===== config.mk =====
export PLATFORM = sky130hd
export DESIGN_NAME = low_power_entry_fsm
export DESIGN_NICKNAME = d
export VERILOG_FILES = /design/src/lpe_pkg.sv /design/src/lpe_sync3.sv /design/src/low_power_entry_fsm.sv
export SDC_FILE = /design/constraint.sdc
export NUM_CORES = 1
export LEC_CHECK = 0
export ABC_AREA = 0
export BUFFER_PORTS_ARGS = -buffer_cell sky130_fd_sc_hd__buf_2
export CORE_AREA = 8 8 45 47
export DETAILED_ROUTE_END_ITERATION = 10
export DIE_AREA = 0 0 53 55
export PLACE_DENSITY = 0.67
export SKIP_CTS_REPAIR_TIMING = 1
export SLEW_MARGIN = 15
export SYNTH_ARGS = -nofsm -noshare
export SYNTH_HDL_FRONTEND = slang
export SYNTH_SLANG_ARGS = --single-unit

===== constraint.sdc =====
create_clock -name clk_sys_in -period 2.1 [get_ports clk_sys_in]
set_clock_uncertainty 0.15 [all_clocks]
set_input_delay 0.105 -clock clk_sys_in [delete_from_list [all_inputs] [get_ports clk_sys_in]]
set_output_delay 0.105 -clock clk_sys_in [all_outputs]
set_load 0.05 [all_outputs]

===== src/lpe_pkg.sv =====
`default_nettype none

package lpe_pkg;

   // ---------------------------------------------------------------
   // controller states (three-bit register)
   // ---------------------------------------------------------------
   typedef enum logic [2:0] {
      ST_IDLE,
      ST_CONFIRM,
      ST_HOUSEKEEP,
      ST_GATE,
      ST_FROZEN,
      ST_EXIT
   } lpe_state_e;

   // ---------------------------------------------------------------
   // timing
   // ---------------------------------------------------------------
   localparam int unsigned CLK_PERIOD_NS = 4;
   localparam int unsigned CONFIRM_TIME_NS = 64;
   localparam int unsigned CONFIRM_CYCLES =
      (CONFIRM_TIME_NS + CLK_PERIOD_NS - 1) / CLK_PERIOD_NS;
   localparam int unsigned GATE_CYCLES = 2;
   localparam int CNT_W = 5;
   localparam logic [CNT_W-1:0] CNT_RESET = 5'h00;
   localparam logic [CNT_W-1:0] CONFIRM_LAST =
      CNT_W'(CONFIRM_CYCLES - 1);
   localparam logic [CNT_W-1:0] GATE_LAST = CNT_W'(GATE_CYCLES - 1);
   localparam logic [2:0] SYNC_RESET = 3'h0;

   // ---------------------------------------------------------------
   // output bundle
   // ---------------------------------------------------------------
   typedef struct packed {
      logic wait_housekeeping;
      logic clock_gate;
      logic low_power_entry_signal;
      logic low_power_active;
   } lpe_ctrl_s;

   localparam lpe_ctrl_s CTRL_RESET = '{1'b0, 1'b0, 1'b0, 1'b0};

endpackage : lpe_pkg

`default_nettype wire


===== src/lpe_sync3.sv =====
`timescale 1ns/1ps
`default_nettype none

// ---------------------------------------------------------------
// three-stage pin synchroniser, output moves when stages 2 and 3 agree
// ---------------------------------------------------------------
module lpe_sync3 (
   // clock and reset
   input wire logic clk_sys_in,
   input wire logic resetn_in,
   // pin and result
   input wire logic pin_in,
   output logic level_out
);

   logic [2:0] sync_ff;
   logic [2:0] nxt_sync;
   logic level_ff;
   logic nxt_level;

   always_comb begin
      nxt_sync = {sync_ff[1:0], pin_in};
      nxt_level = level_ff;
      if (sync_ff[1] == sync_ff[2]) begin
         nxt_level = sync_ff[2];
      end
      if (!resetn_in) begin
         nxt_sync = lpe_pkg::SYNC_RESET;
         nxt_level = 1'b0;
      end
   end

   always_ff @(posedge clk_sys_in) begin
      sync_ff <= nxt_sync;
      level_ff <= nxt_level;
   end

   assign level_out = level_ff;

endmodule : lpe_sync3

`default_nettype wire


===== src/low_power_entry_fsm.sv =====
`timescale 1ns/1ps
`default_nettype none

module low_power_entry_fsm (
   // clock and reset
   input wire logic clk_sys_in,
   input wire logic resetn_in,
   // freeze request pin
   input wire logic freeze_req_in,
   // housekeeping handshake
   input wire logic housekeeping_done_in,
   output logic wait_housekeeping_out,
   // clock gating and entry macro
   output logic clock_gate_out,
   output logic low_power_entry_signal_out,
   // status
   output logic low_power_active_out,
   output logic [2:0] state_out
);

   // ---------------------------------------------------------------
   // request synchroniser
   // ---------------------------------------------------------------
   logic req_sync;

   lpe_sync3 u_req_sync (
      .clk_sys_in(clk_sys_in),
      .resetn_in(resetn_in),
      .pin_in(freeze_req_in),
      .level_out(req_sync)
   );

   // ---------------------------------------------------------------
   // state machine
   // ---------------------------------------------------------------
   lpe_pkg::lpe_state_e state_ff;
   lpe_pkg::lpe_state_e nxt_state;
   logic [lpe_pkg::CNT_W-1:0] cnt_ff;
   logic [lpe_pkg::CNT_W-1:0] nxt_cnt;
   lpe_pkg::lpe_ctrl_s ctrl_ff;
   lpe_pkg::lpe_ctrl_s nxt_ctrl;

   always_comb begin
      nxt_state = state_ff;
      nxt_cnt = cnt_ff + 5'h01;
      case (state_ff)
         lpe_pkg::ST_IDLE: begin
            nxt_cnt = lpe_pkg::CNT_RESET;
            if (req_sync) begin
               nxt_state = lpe_pkg::ST_CONFIRM;
            end
         end
         lpe_pkg::ST_CONFIRM: begin
            if (!req_sync) begin
               nxt_state = lpe_pkg::ST_IDLE;
            end else if (cnt_ff == lpe_pkg::CONFIRM_LAST) begin
               nxt_state = lpe_pkg::ST_HOUSEKEEP;
            end
         end
         lpe_pkg::ST_HOUSEKEEP: begin
            nxt_cnt = lpe_pkg::CNT_RESET;
            if (!req_sync) begin
               nxt_state = lpe_pkg::ST_EXIT;
            end else if (housekeeping_done_in) begin
               nxt_state = lpe_pkg::ST_GATE;
            end
         end
         lpe_pkg::ST_GATE: begin
            if (!req_sync) begin
               nxt_state = lpe_pkg::ST_EXIT;
            end else if (cnt_ff == lpe_pkg::GATE_LAST) begin
               nxt_state = lpe_pkg::ST_FROZEN;
            end
         end
         lpe_pkg::ST_FROZEN: begin
            if (!req_sync) begin
               nxt_state = lpe_pkg::ST_EXIT;
            end
         end
         lpe_pkg::ST_EXIT: begin
            nxt_state = lpe_pkg::ST_IDLE;
         end
         default: begin
            nxt_state = lpe_pkg::ST_IDLE;
         end
      endcase
      if (!resetn_in) begin
         nxt_state = lpe_pkg::ST_IDLE;
         nxt_cnt = lpe_pkg::CNT_RESET;
      end
   end

   // ---------------------------------------------------------------
   // registered outputs, decoded from next state
   // ---------------------------------------------------------------
   always_comb begin
      nxt_ctrl = lpe_pkg::CTRL_RESET;
      case (nxt_state)
         lpe_pkg::ST_HOUSEKEEP: begin
            nxt_ctrl.wait_housekeeping = 1'b1;
         end
         lpe_pkg::ST_GATE: begin
            nxt_ctrl.wait_housekeeping = 1'b1;
            nxt_ctrl.clock_gate = 1'b1;
         end
         lpe_pkg::ST_FROZEN: begin
            nxt_ctrl.wait_housekeeping = 1'b1;
            nxt_ctrl.clock_gate = 1'b1;
            nxt_ctrl.low_power_entry_signal = 1'b1;
            nxt_ctrl.low_power_active = 1'b1;
         end
         default: begin
            nxt_ctrl = lpe_pkg::CTRL_RESET;
         end
      endcase
   end

   always_ff @(posedge clk_sys_in) begin
      state_ff <= nxt_state;
      cnt_ff <= nxt_cnt;
      ctrl_ff <= nxt_ctrl;
   end

   assign wait_housekeeping_out = ctrl_ff.wait_housekeeping;
   assign clock_gate_out = ctrl_ff.clock_gate;
   assign low_power_entry_signal_out = ctrl_ff.low_power_entry_signal;
   assign low_power_active_out = ctrl_ff.low_power_active;
   assign state_out = state_ff;
endmodule : low_power_entry_fsm

`default_nettype wire


==> reports/qor.yml, run 1 <==
clock_tree:
  clock-sinks: 15
  numCtsBuffers: 3
  worstSkewPairLatency_ns: 0.28
  clk_pin_slew_ns: 0.08
  cts-root-buf: "clkbuf_4"
  cts_tree: "built"
  h-tree-depth: 1
  clockBufferDepth: 2
die:
  io_pins: 11
  row_count: 14
  die_area_um2: 2920
  die_w_um: 53
  initial_core_util_pct: 43.1
  die_h_um: 55
  core_area_um2: 1380
timing:
  fin_crit_ns: 1.86
  finalHoldViolCount: 0
  drv_slew: 0
  rsz0062_at_grt: "no"
  setup_viol: 0
  fin_crit_sh_pct: 88.4
  slew-limit-headroom_pct: 63.3
  tightest_slew_ns: 0.545
  fin_ws_ns: 0.243
  tns_ns: 0
  clock.fmax_ghz: 0.539
synthesis:
  synth_ff_type: "dfxtp_1"
  yosysMostFrequentCell: "dfxtp_1"
  synth_edf_count: 0
  async_reset_ff_share_pct: 0
  synth_commonest_cells: "dfxtp_1 (15), nor2_1 (6), and2_1 (4), inv_1 (4)"
  syn_inst: 60
  synth_seq_cells: 15
  synth_area_um2: 597
  ys_types: 25
  yosysTopAreaCell: "dfxtp_1"
  synth_largest_type_area_fraction_pct: 50.3
  yosysWarnings: 0
  ys_seq_area_share_pct: 50.3
  synth_area_leaders: "dfxtp_1 (50%), ha_1 (6.3%), o221ai_2 (5.0%)"
  syn_nets: 67
  syn_area_per_cell_um2: 9.95
cells_and_area:
  syn_to_final_growth_pct: 19.9
  fin_util_pct: 51.7
  nNetsFinal: 84
  antenna_cells: 0
  drive_above_1_share_pct: 21.1
  n_fill_cell: 148
worst_setup_path:
  cp-endpoint: "clock_gate_out$_DFF_P_"
  r2r_cells: 7
  timing.rr.start: "cnt_ff[0]$_SDFF_PP0_"
  path_class: "register to register"
  r2r-end: "clock_gate_out$_DFF_P_"
  cp-startpoint: "cnt_ff[0]$_SDFF_PP0_"
  crit_required_ns: 2.16
  crit_fanout: 4
  reg2reg_slack_ns: 0.24
  arrival_ns: 1.92
  critPathLaunchType: "register"
  worstSetupEndpointType: "register"
drt:
  wire_per_inst_um: 11.3
  dr.pass1.iters: 3
  drtAntennaViolNets: 0
  vias: 450
  via_per_inst: 4.89
  drt-total-wl_um: 1040
  drc: 0
  drt_iter0_drc: 2
global_routing:
  grtUsageMet1_pct: 8.18
  grt_pass1_vias: 418
  grt_overflow: 0
  antenna_found_initial: 0
  grt_max_degree: 9
  busiest_layer: "met2"
  met3_usage_pct: 4.28
  use_met2_pct: 12.7
  grt_use_total_pct: 8.19
  grt_first_pass_wirelength_um: 1730
power_and_ir_drop:
  p_leak_uw: 0.000310
  p_per_area_nw_per_um2: 638
  vdd_drop_max_mv: 0.455
  fin_total_pwr_uw: 457
run_status:
  outcome: "finished clean"
job:
  drv_cap: 0
placed_design:
  pre_cts_ws_ns: 0.257
  gp_congestion: 0.755
  io_buffers: 10
  hpwl_um: 766
worst_hold_path:
  worst_hold_path_type: "input pin to register"
[worst min-delay path by stage]
stage                          from                          endpoint  slack [ns]  cells past startpoint
2_1_floorplan             resetn_in              state_out[0]$_DFF_P_        0.08                      1
3_3_place_gp          freeze_req_in  u_req_sync.sync_ff[0]$_SDFF_PN0_        0.17                      2
3_5_place_dp          freeze_req_in  u_req_sync.sync_ff[0]$_SDFF_PN0_        0.17                      2
4_1_cts               freeze_req_in  u_req_sync.sync_ff[0]$_SDFF_PN0_       -0.12                      2
5_1_grt        housekeeping_done_in      low_power_active_out$_DFF_P_        0.09                      4
6_report       housekeeping_done_in      low_power_active_out$_DFF_P_        0.05                      4
[where the power goes]
part           leakage [uW]  switching (uW)  internal [uW]
clock             0.0000150            85.0           73.7
sequential         0.000121           0.931            287
combinational      0.000174            3.54           7.22
total              0.000310            89.5            367
[routing by layer]
metal	vias to the layer above	part of all wire [%]
li1	238	-
met2	6	48
met4	0	3.0
met5	-	0
met3	5	4.8
met1	201	44
[critical path: stages (launching register included)]
cell and delay [ns]:
dfxtp_1 0.34, ha_1 0.23, and3_1 0.19, ha_1 0.19, a21oi_1 0.15, a21oi_1 0.10
o221ai_2 0.24, mux2i_1 0.20
[registers in the layout (all words and copies together) (netlist names)]
signal	count
u_req_sync.sync_ff	3
state_out	3
cnt_ff	5
clock_gate_out	1
u_req_sync.level_out	1
wait_housekeeping_out	1
low_power_active_out	1
[through the flow]
stage	instance area [um2]	instances	hold WS (ns)
6_report	716	92	0.0472
3_3_place_gp	659	85	0.167
3_5_place_dp	659	85	0.170
5_1_grt	716	92	0.0907
2_1_floorplan	597	60	0.0767
4_1_cts	686	89	-0.123
[final cells by class]
type | instances | area, um2 | area share [%]
well taps | 16 | 20.0 | 2.80
repair buffers | 13 | 80.1 | 11.2
multi-input cells | 40 | 274 | 38.3
inverters | 4 | 15.0 | 2.10
flip-flops and latches | 15 | 300 | 42.0
clock buffers | 4 | 26.3 | 3.67
[kinds of logic after synthesis]
| group | share of synthesized area [%] |
|---|---|
| muxes | 1.68 |
| and+or+nand+nor | 20.3 |
| AOI/OAI and AO/OA | 14.7 |
| DFF | 50.3 |
| adders and majority gates | 6.29 |
| buffers and inverters | 3.77 |
| xor gates and xnor gates | 2.94 |
[layout by cell type (no fill, tap or decap), types with 2 or more instances in the layout]
master         instances
o21ai_1                2
and2_1                 4
nor2_1                 6
inv_1                  4
a21oi_1                2
o221ai_2               2
dfxtp_1               15
buf_2                 10
nand2b_1               2
ha_1                   3
dlygate4sd3_1          3
nand2_1                2
clkbuf_4               3
o21ai_0                3
nand3b_1               2
Note: power is estimated with default switching activity, not from simulation.
==> run 2: changes to the inputs <==
--- a/config.mk
+++ b/config.mk
@@ -7,10 +7,10 @@
 export LEC_CHECK = 0
 export ABC_AREA = 0
 export BUFFER_PORTS_ARGS = -buffer_cell sky130_fd_sc_hd__buf_2
-export CORE_AREA = 8 8 45 47
+export CORE_MARGIN = 8
+export CORE_UTILIZATION = 45
 export DETAILED_ROUTE_END_ITERATION = 10
-export DIE_AREA = 0 0 53 55
-export PLACE_DENSITY = 0.67
+export PLACE_DENSITY = 0.69
 export SKIP_CTS_REPAIR_TIMING = 1
 export SLEW_MARGIN = 15
 export SYNTH_ARGS = -nofsm -noshare
==> constraint.sdc (replaced) <==
create_clock -name clk_sys_in -period 1.6 [get_ports clk_sys_in]
set_clock_uncertainty 0.15 [all_clocks]
set_input_delay 0.08 -clock clk_sys_in [delete_from_list [all_inputs] [get_ports clk_sys_in]]
set_output_delay 0.08 -clock clk_sys_in [all_outputs]
set_load 0.05 [all_outputs]
==> run 2 against run 1 <==
  * The run now ends with setup timing left
  * Flip-flop and latch count stayed put
  * Die area is 5.7% lower
  * Via count is 6.2% higher
  * First-iteration DRC count grew to 2.5 times the previous value
  * Combinational power is 38% higher
==> reports/qor.yml, run 2 (same netlist as run 1, synthesis figures left out) <==
run_status:
  outcome: "finished with violations"
  violations: "setup timing"
clock_tree:
  numCtsBuffers: 3
  worstSkewPairLatency_ns: 0.29
  clockBufferDepth: 2
  clk_pin_slew_ns: 0.09
  cts-root-buf: "clkbuf_4"
  cts_tree: "built"
  h-tree-depth: 1
  clock-sinks: 15
die:
  die_w_um: 52.4
  core_area_um2: 1270
  io_pins: 11
  die_area_um2: 2750
  die_h_um: 52.4
  row_count: 13
  initial_core_util_pct: 47.0
cells_and_area:
  fin_cells: 96
  antenna_cells: 0
  drive_above_1_share_pct: 37.0
  layout_commonest_cell: "dfxtp_1"
  top_register: "cnt_ff"
  largest_reg_flops: 5
  nNetsFinal: 89
  syn_to_final_growth_pct: 36.3
  layout_common_cells: "dfxtp_1 (11), buf_2 (10), nor2_1 (6), buf_4 (5)"
  fin_util_pct: 64.1
worst_setup_path:
  critPathLaunchType: "register"
  path_class: "register to register"
  crit_slowest_cell: "dfxtp_2"
  critPathTopFamily: "compound AO/OA/AOI/OAI gates"
  r2r_cells: 7
  cp_cell_sequence: "ha_4, and3_4, ha_4, a21oi_4, a21oi_2, o221ai_4, mux2i_1"
  crit_required_ns: 1.67
  critPathBufInv: 0
  r2r-end: "clock_gate_out$_DFF_P_"
  cp_common_cell: "ha_4"
  reg2reg_slack_ns: -0.12
  arrival_ns: 1.79
  timing.rr.start: "cnt_ff[0]$_SDFF_PP0_"
  cp_slowest_stage_delay_ns: 0.35
  worstSetupEndpointType: "register"
  crit_fanout: 4
timing:
  setup_viol: 4
  drv_slew: 0
  fin_crit_sh_pct: 107
  fin_crit_ns: 1.72
  finalHoldViolCount: 0
  clock.fmax_ghz: 0.582
  rsz0062_at_grt: "yes"
  slew-limit-headroom_pct: 79.7
  tightest_slew_ns: 0.305
  fin_ws_ns: -0.117
drt:
  drt_iter0_drc: 5
  drt-total-wl_um: 1250
  vias: 478
  drc: 0
  dr.pass1.iters: 4
  via_per_inst: 4.98
  wire_per_inst_um: 13.0
  drtAntennaViolNets: 0
placed_design:
  io_buffers: 10
  dp.cells: 88
  pre_cts_ws_ns: -0.0898
  gp_congestion: 0.704
  hpwl_um: 843
global_routing:
  grt_max_degree: 9
  grt_pass1_vias: 475
  grt_first_pass_wirelength_um: 2040
  grt_use_total_pct: 10.1
  antenna_found_initial: 0
  grt_overflow: 0
job:
  drv_cap: 0
worst_hold_path:
  worstHoldPathCells: 4
  min_to: "low_power_active_out$_DFF_P_"
  worst_hold_path_type: "input pin to register"
  hold_start: "housekeeping_done_in"
power_and_ir_drop:
  vdd_drop_max_mv: 0.574
  p_leak_uw: 0.000337
  p_per_area_nw_per_um2: 746
[run 2: worst register-to-register path, stage by stage, from the launching register on]
cell and delay (ns):
dfxtp_2 0.35, ha_4 0.16, and3_4 0.18, ha_4 0.16
a21oi_4 0.15, a21oi_2 0.08, o221ai_4 0.22, mux2i_1 0.20
[run 2: area by class of cell]
| type | instances | area, um2 |
|---|---|---|
| fill | 114 | 455 |
| tap | 15 | 18.8 |
| multi-input combinational | 40 | 330 |
| inverter | 4 | 15.0 |
| clock buffer | 4 | 26.3 |
| timing repair buffer | 18 | 118 |
| sequential | 15 | 305 |
[run 2: report_power, final]
part | total (uW) | internal (uW) | switching [uW]
clock | 215 | 97.0 | 118
sequential | 377 | 376 | 1.42
combinational | 14.9 | 9.72 | 5.16
total | 607 | 483 | 124
[run 2: worst max path at each step]
| stage | cells past startpoint | slack, ns | endpoint | from |
|---|---|---|---|---|
| after global placement | 7 | -0.06 | clock_gate_out$_DFF_P_ | cnt_ff[1]$_SDFF_PP0_ |
| after global routing | 7 | -0.20 | clock_gate_out$_DFF_P_ | cnt_ff[0]$_SDFF_PP0_ |
| after detailed placement | 7 | -0.09 | clock_gate_out$_DFF_P_ | cnt_ff[1]$_SDFF_PP0_ |
| final | 7 | -0.12 | clock_gate_out$_DFF_P_ | cnt_ff[0]$_SDFF_PP0_ |
| after CTS | 7 | -0.13 | clock_gate_out$_DFF_P_ | cnt_ff[1]$_SDFF_PP0_ |
| after floorplan | 7 | 0.005 | clock_gate_out$_DFF_P_ | cnt_ff[0]$_SDFF_PP0_ |
[run 2: stage by stage]
step                total power (uW)  TNS [ns]  area [um2]  hold WS [ns]
floorplan                        389         0         626        0.0517
global placement                 395    -0.109         717         0.138
detailed placement               395    -0.163         717         0.141
CTS                              605    -0.299         743        -0.155
global route                     634    -0.576         813        0.0546
finish                           607    -0.255         813        0.0359
[run 2: per-layer routing]
metal  GRT usage, %  routed length (um)  vias to the layer above
met4           6.90                  33                        0
li1               -                   -                      244
met5              0                   0                        -
met1           9.19                 451                      222
met2           17.4                 703                        7
met3           4.55                  64                        5
==> run 3: changes to the inputs <==
--- a/config.mk
+++ b/config.mk
@@ -11,6 +11,7 @@
 export CORE_UTILIZATION = 45
 export DETAILED_ROUTE_END_ITERATION = 10
 export PLACE_DENSITY = 0.69
+export RECOVER_POWER = 100
 export SKIP_CTS_REPAIR_TIMING = 1
 export SLEW_MARGIN = 15
 export SYNTH_ARGS = -nofsm -noshare
==> run 3 against run 2 <==
  * Final area is 1.2% lower
  * The flow still finishes with violations (setup timing)
  * Non-clock buffer count stayed put
  * Global-route usage stayed put
  * Core utilization is 0.79 points lower
  * Cell count stayed put
  * Critical path depth stayed put
  * Critical path type unchanged
  * Clock power hardly changed
  * Critical endpoint unchanged
==> reports/qor.yml, run 3 (same netlist as run 1, synthesis figures left out) <==
clock_tree:
  clock-sinks: 15
  cts-root-buf: "clkbuf_4"
  clockBufferDepth: 2
  worstSkewPairLatency_ns: 0.29
  clk_pin_slew_ns: 0.09
  numCtsBuffers: 3
  cts_tree: "built"
  h-tree-depth: 1
timing:
  finalHoldViolCount: 0
  fin_crit_ns: 1.72
  fin_crit_sh_pct: 107
  fin_ws_ns: -0.117
  rsz0062_at_grt: "yes"
  clock.fmax_ghz: 0.583
  hold_slack_ns: 0.0359
  slew-limit-headroom_pct: 60.0
  drv_slew: 0
  tightest_slew_ns: 0.603
  setup_viol: 4
drt:
  via_per_inst: 4.98
  drc: 0
  drt-total-wl_um: 1250
  drtAntennaViolNets: 0
  wire_per_inst_um: 13.0
  drt_iter0_drc: 5
  dr.pass1.iters: 4
  vias: 478
power_and_ir_drop:
  p_leak_uw: 0.000311
  fin_total_pwr_uw: 607
  p_per_area_nw_per_um2: 756
  vdd_drop_max_mv: 0.574
worst_hold_path:
  hold_start: "housekeeping_done_in"
  worst_hold_path_type: "input pin to register"
  min_to: "low_power_active_out$_DFF_P_"
  worstHoldPathCells: 4
worst_setup_path:
  r2r-end: "clock_gate_out$_DFF_P_"
  path_class: "register to register"
  crit_required_ns: 1.67
  worstSetupEndpointType: "register"
  crit_fanout: 4
  critPathLaunchType: "register"
  r2r_cells: 7
  timing.rr.start: "cnt_ff[0]$_SDFF_PP0_"
  reg2reg_slack_ns: -0.12
  arrival_ns: 1.79
die:
  die_area_um2: 2750
  die_w_um: 52.4
  row_count: 13
  die_h_um: 52.4
  io_pins: 11
  initial_core_util_pct: 47.0
  core_area_um2: 1270
job:
  drv_cap: 0
global_routing:
  grt_use_total_pct: 10.1
  grt_pass1_vias: 475
  grt_max_degree: 9
  grt_first_pass_wirelength_um: 2040
  antenna_found_initial: 0
  grt_overflow: 0
cells_and_area:
  nNetsFinal: 89
  syn_to_final_growth_pct: 34.6
  largest_reg_flops: 5
  layout_common_cells: "dfxtp_1 (11), clkbuf_1 (7), nor2_1 (6)"
  drive_above_1_share_pct: 29.6
  antenna_cells: 0
  layout_commonest_cell: "dfxtp_1"
  top_register: "cnt_ff"
run_status:
  outcome: "finished with violations"
  violations: "setup timing"
placed_design:
  gp_congestion: 0.704
  io_buffers: 10
  hpwl_um: 843
-- run 3: report_power, final --
part           switching, uW  internal (uW)  leakage, uW
clock network            118           97.0    0.0000150
registers               1.42            376     0.000123
logic                   5.16           9.68     0.000173
total                    124            483     0.000311
-- run 3: worst max-delay path: stages (launching register included) --
cell and delay, ns:
dfxtp_2 0.35, ha_4 0.16, and3_4 0.18, ha_4 0.16
a21oi_4 0.15, a21oi_2 0.08, o221ai_4 0.22, mux2i_1 0.20
-- run 3: final cells by class --
type / instances / area [um2]
fill: 118 / 465
multi-input combinational: 40 / 330
sequential: 15 / 305
timing repair buffer: 18 / 108
clock buffer: 4 / 26.3
tap: 15 / 18.8
inverter: 4 / 15.0
-- run 3: through the flow --
step / std cells / TNS (ns) / util (%) / setup WS (ns) / cell area [um2]
after floorplan: 60 / 0 / - / 0.00486 / 626
after global placement: 88 / -0.109 / 56.5 / -0.0632 / 717
after detailed placement: 88 / -0.163 / 56.5 / -0.0898 / 717
after CTS: 92 / -0.299 / 58.6 / -0.128 / 743
after global routing: 96 / -0.576 / 63.3 / -0.196 / 803
final: 96 / -0.254 / 63.3 / -0.117 / 803
-- run 3: layer usage --
| layer | vias up | global-route usage (%) | part of all wire [%] | wire, um |
|---|---|---|---|---|
| met5 | - | 0 | 0 | 0 |
| met3 | 5 | 4.55 | 5.3 | 66 |
| li1 | 244 | - | - | - |
| met1 | 222 | 9.19 | 36 | 449 |
| met4 | 0 | 6.90 | 2.6 | 33 |
| met2 | 7 | 17.4 | 56 | 702 |
-- run 3: worst max-delay path by stage --
stage                               from  cells after the start                endpoint  slack (ns)
floorplan           cnt_ff[0]$_SDFF_PP0_                      7  clock_gate_out$_DFF_P_       0.005
global placement    cnt_ff[1]$_SDFF_PP0_                      7  clock_gate_out$_DFF_P_       -0.06
detailed placement  cnt_ff[1]$_SDFF_PP0_                      7  clock_gate_out$_DFF_P_       -0.09
CTS                 cnt_ff[1]$_SDFF_PP0_                      7  clock_gate_out$_DFF_P_       -0.13
global route        cnt_ff[0]$_SDFF_PP0_                      7  clock_gate_out$_DFF_P_       -0.20
finish              cnt_ff[0]$_SDFF_PP0_                      7  clock_gate_out$_DFF_P_       -0.12
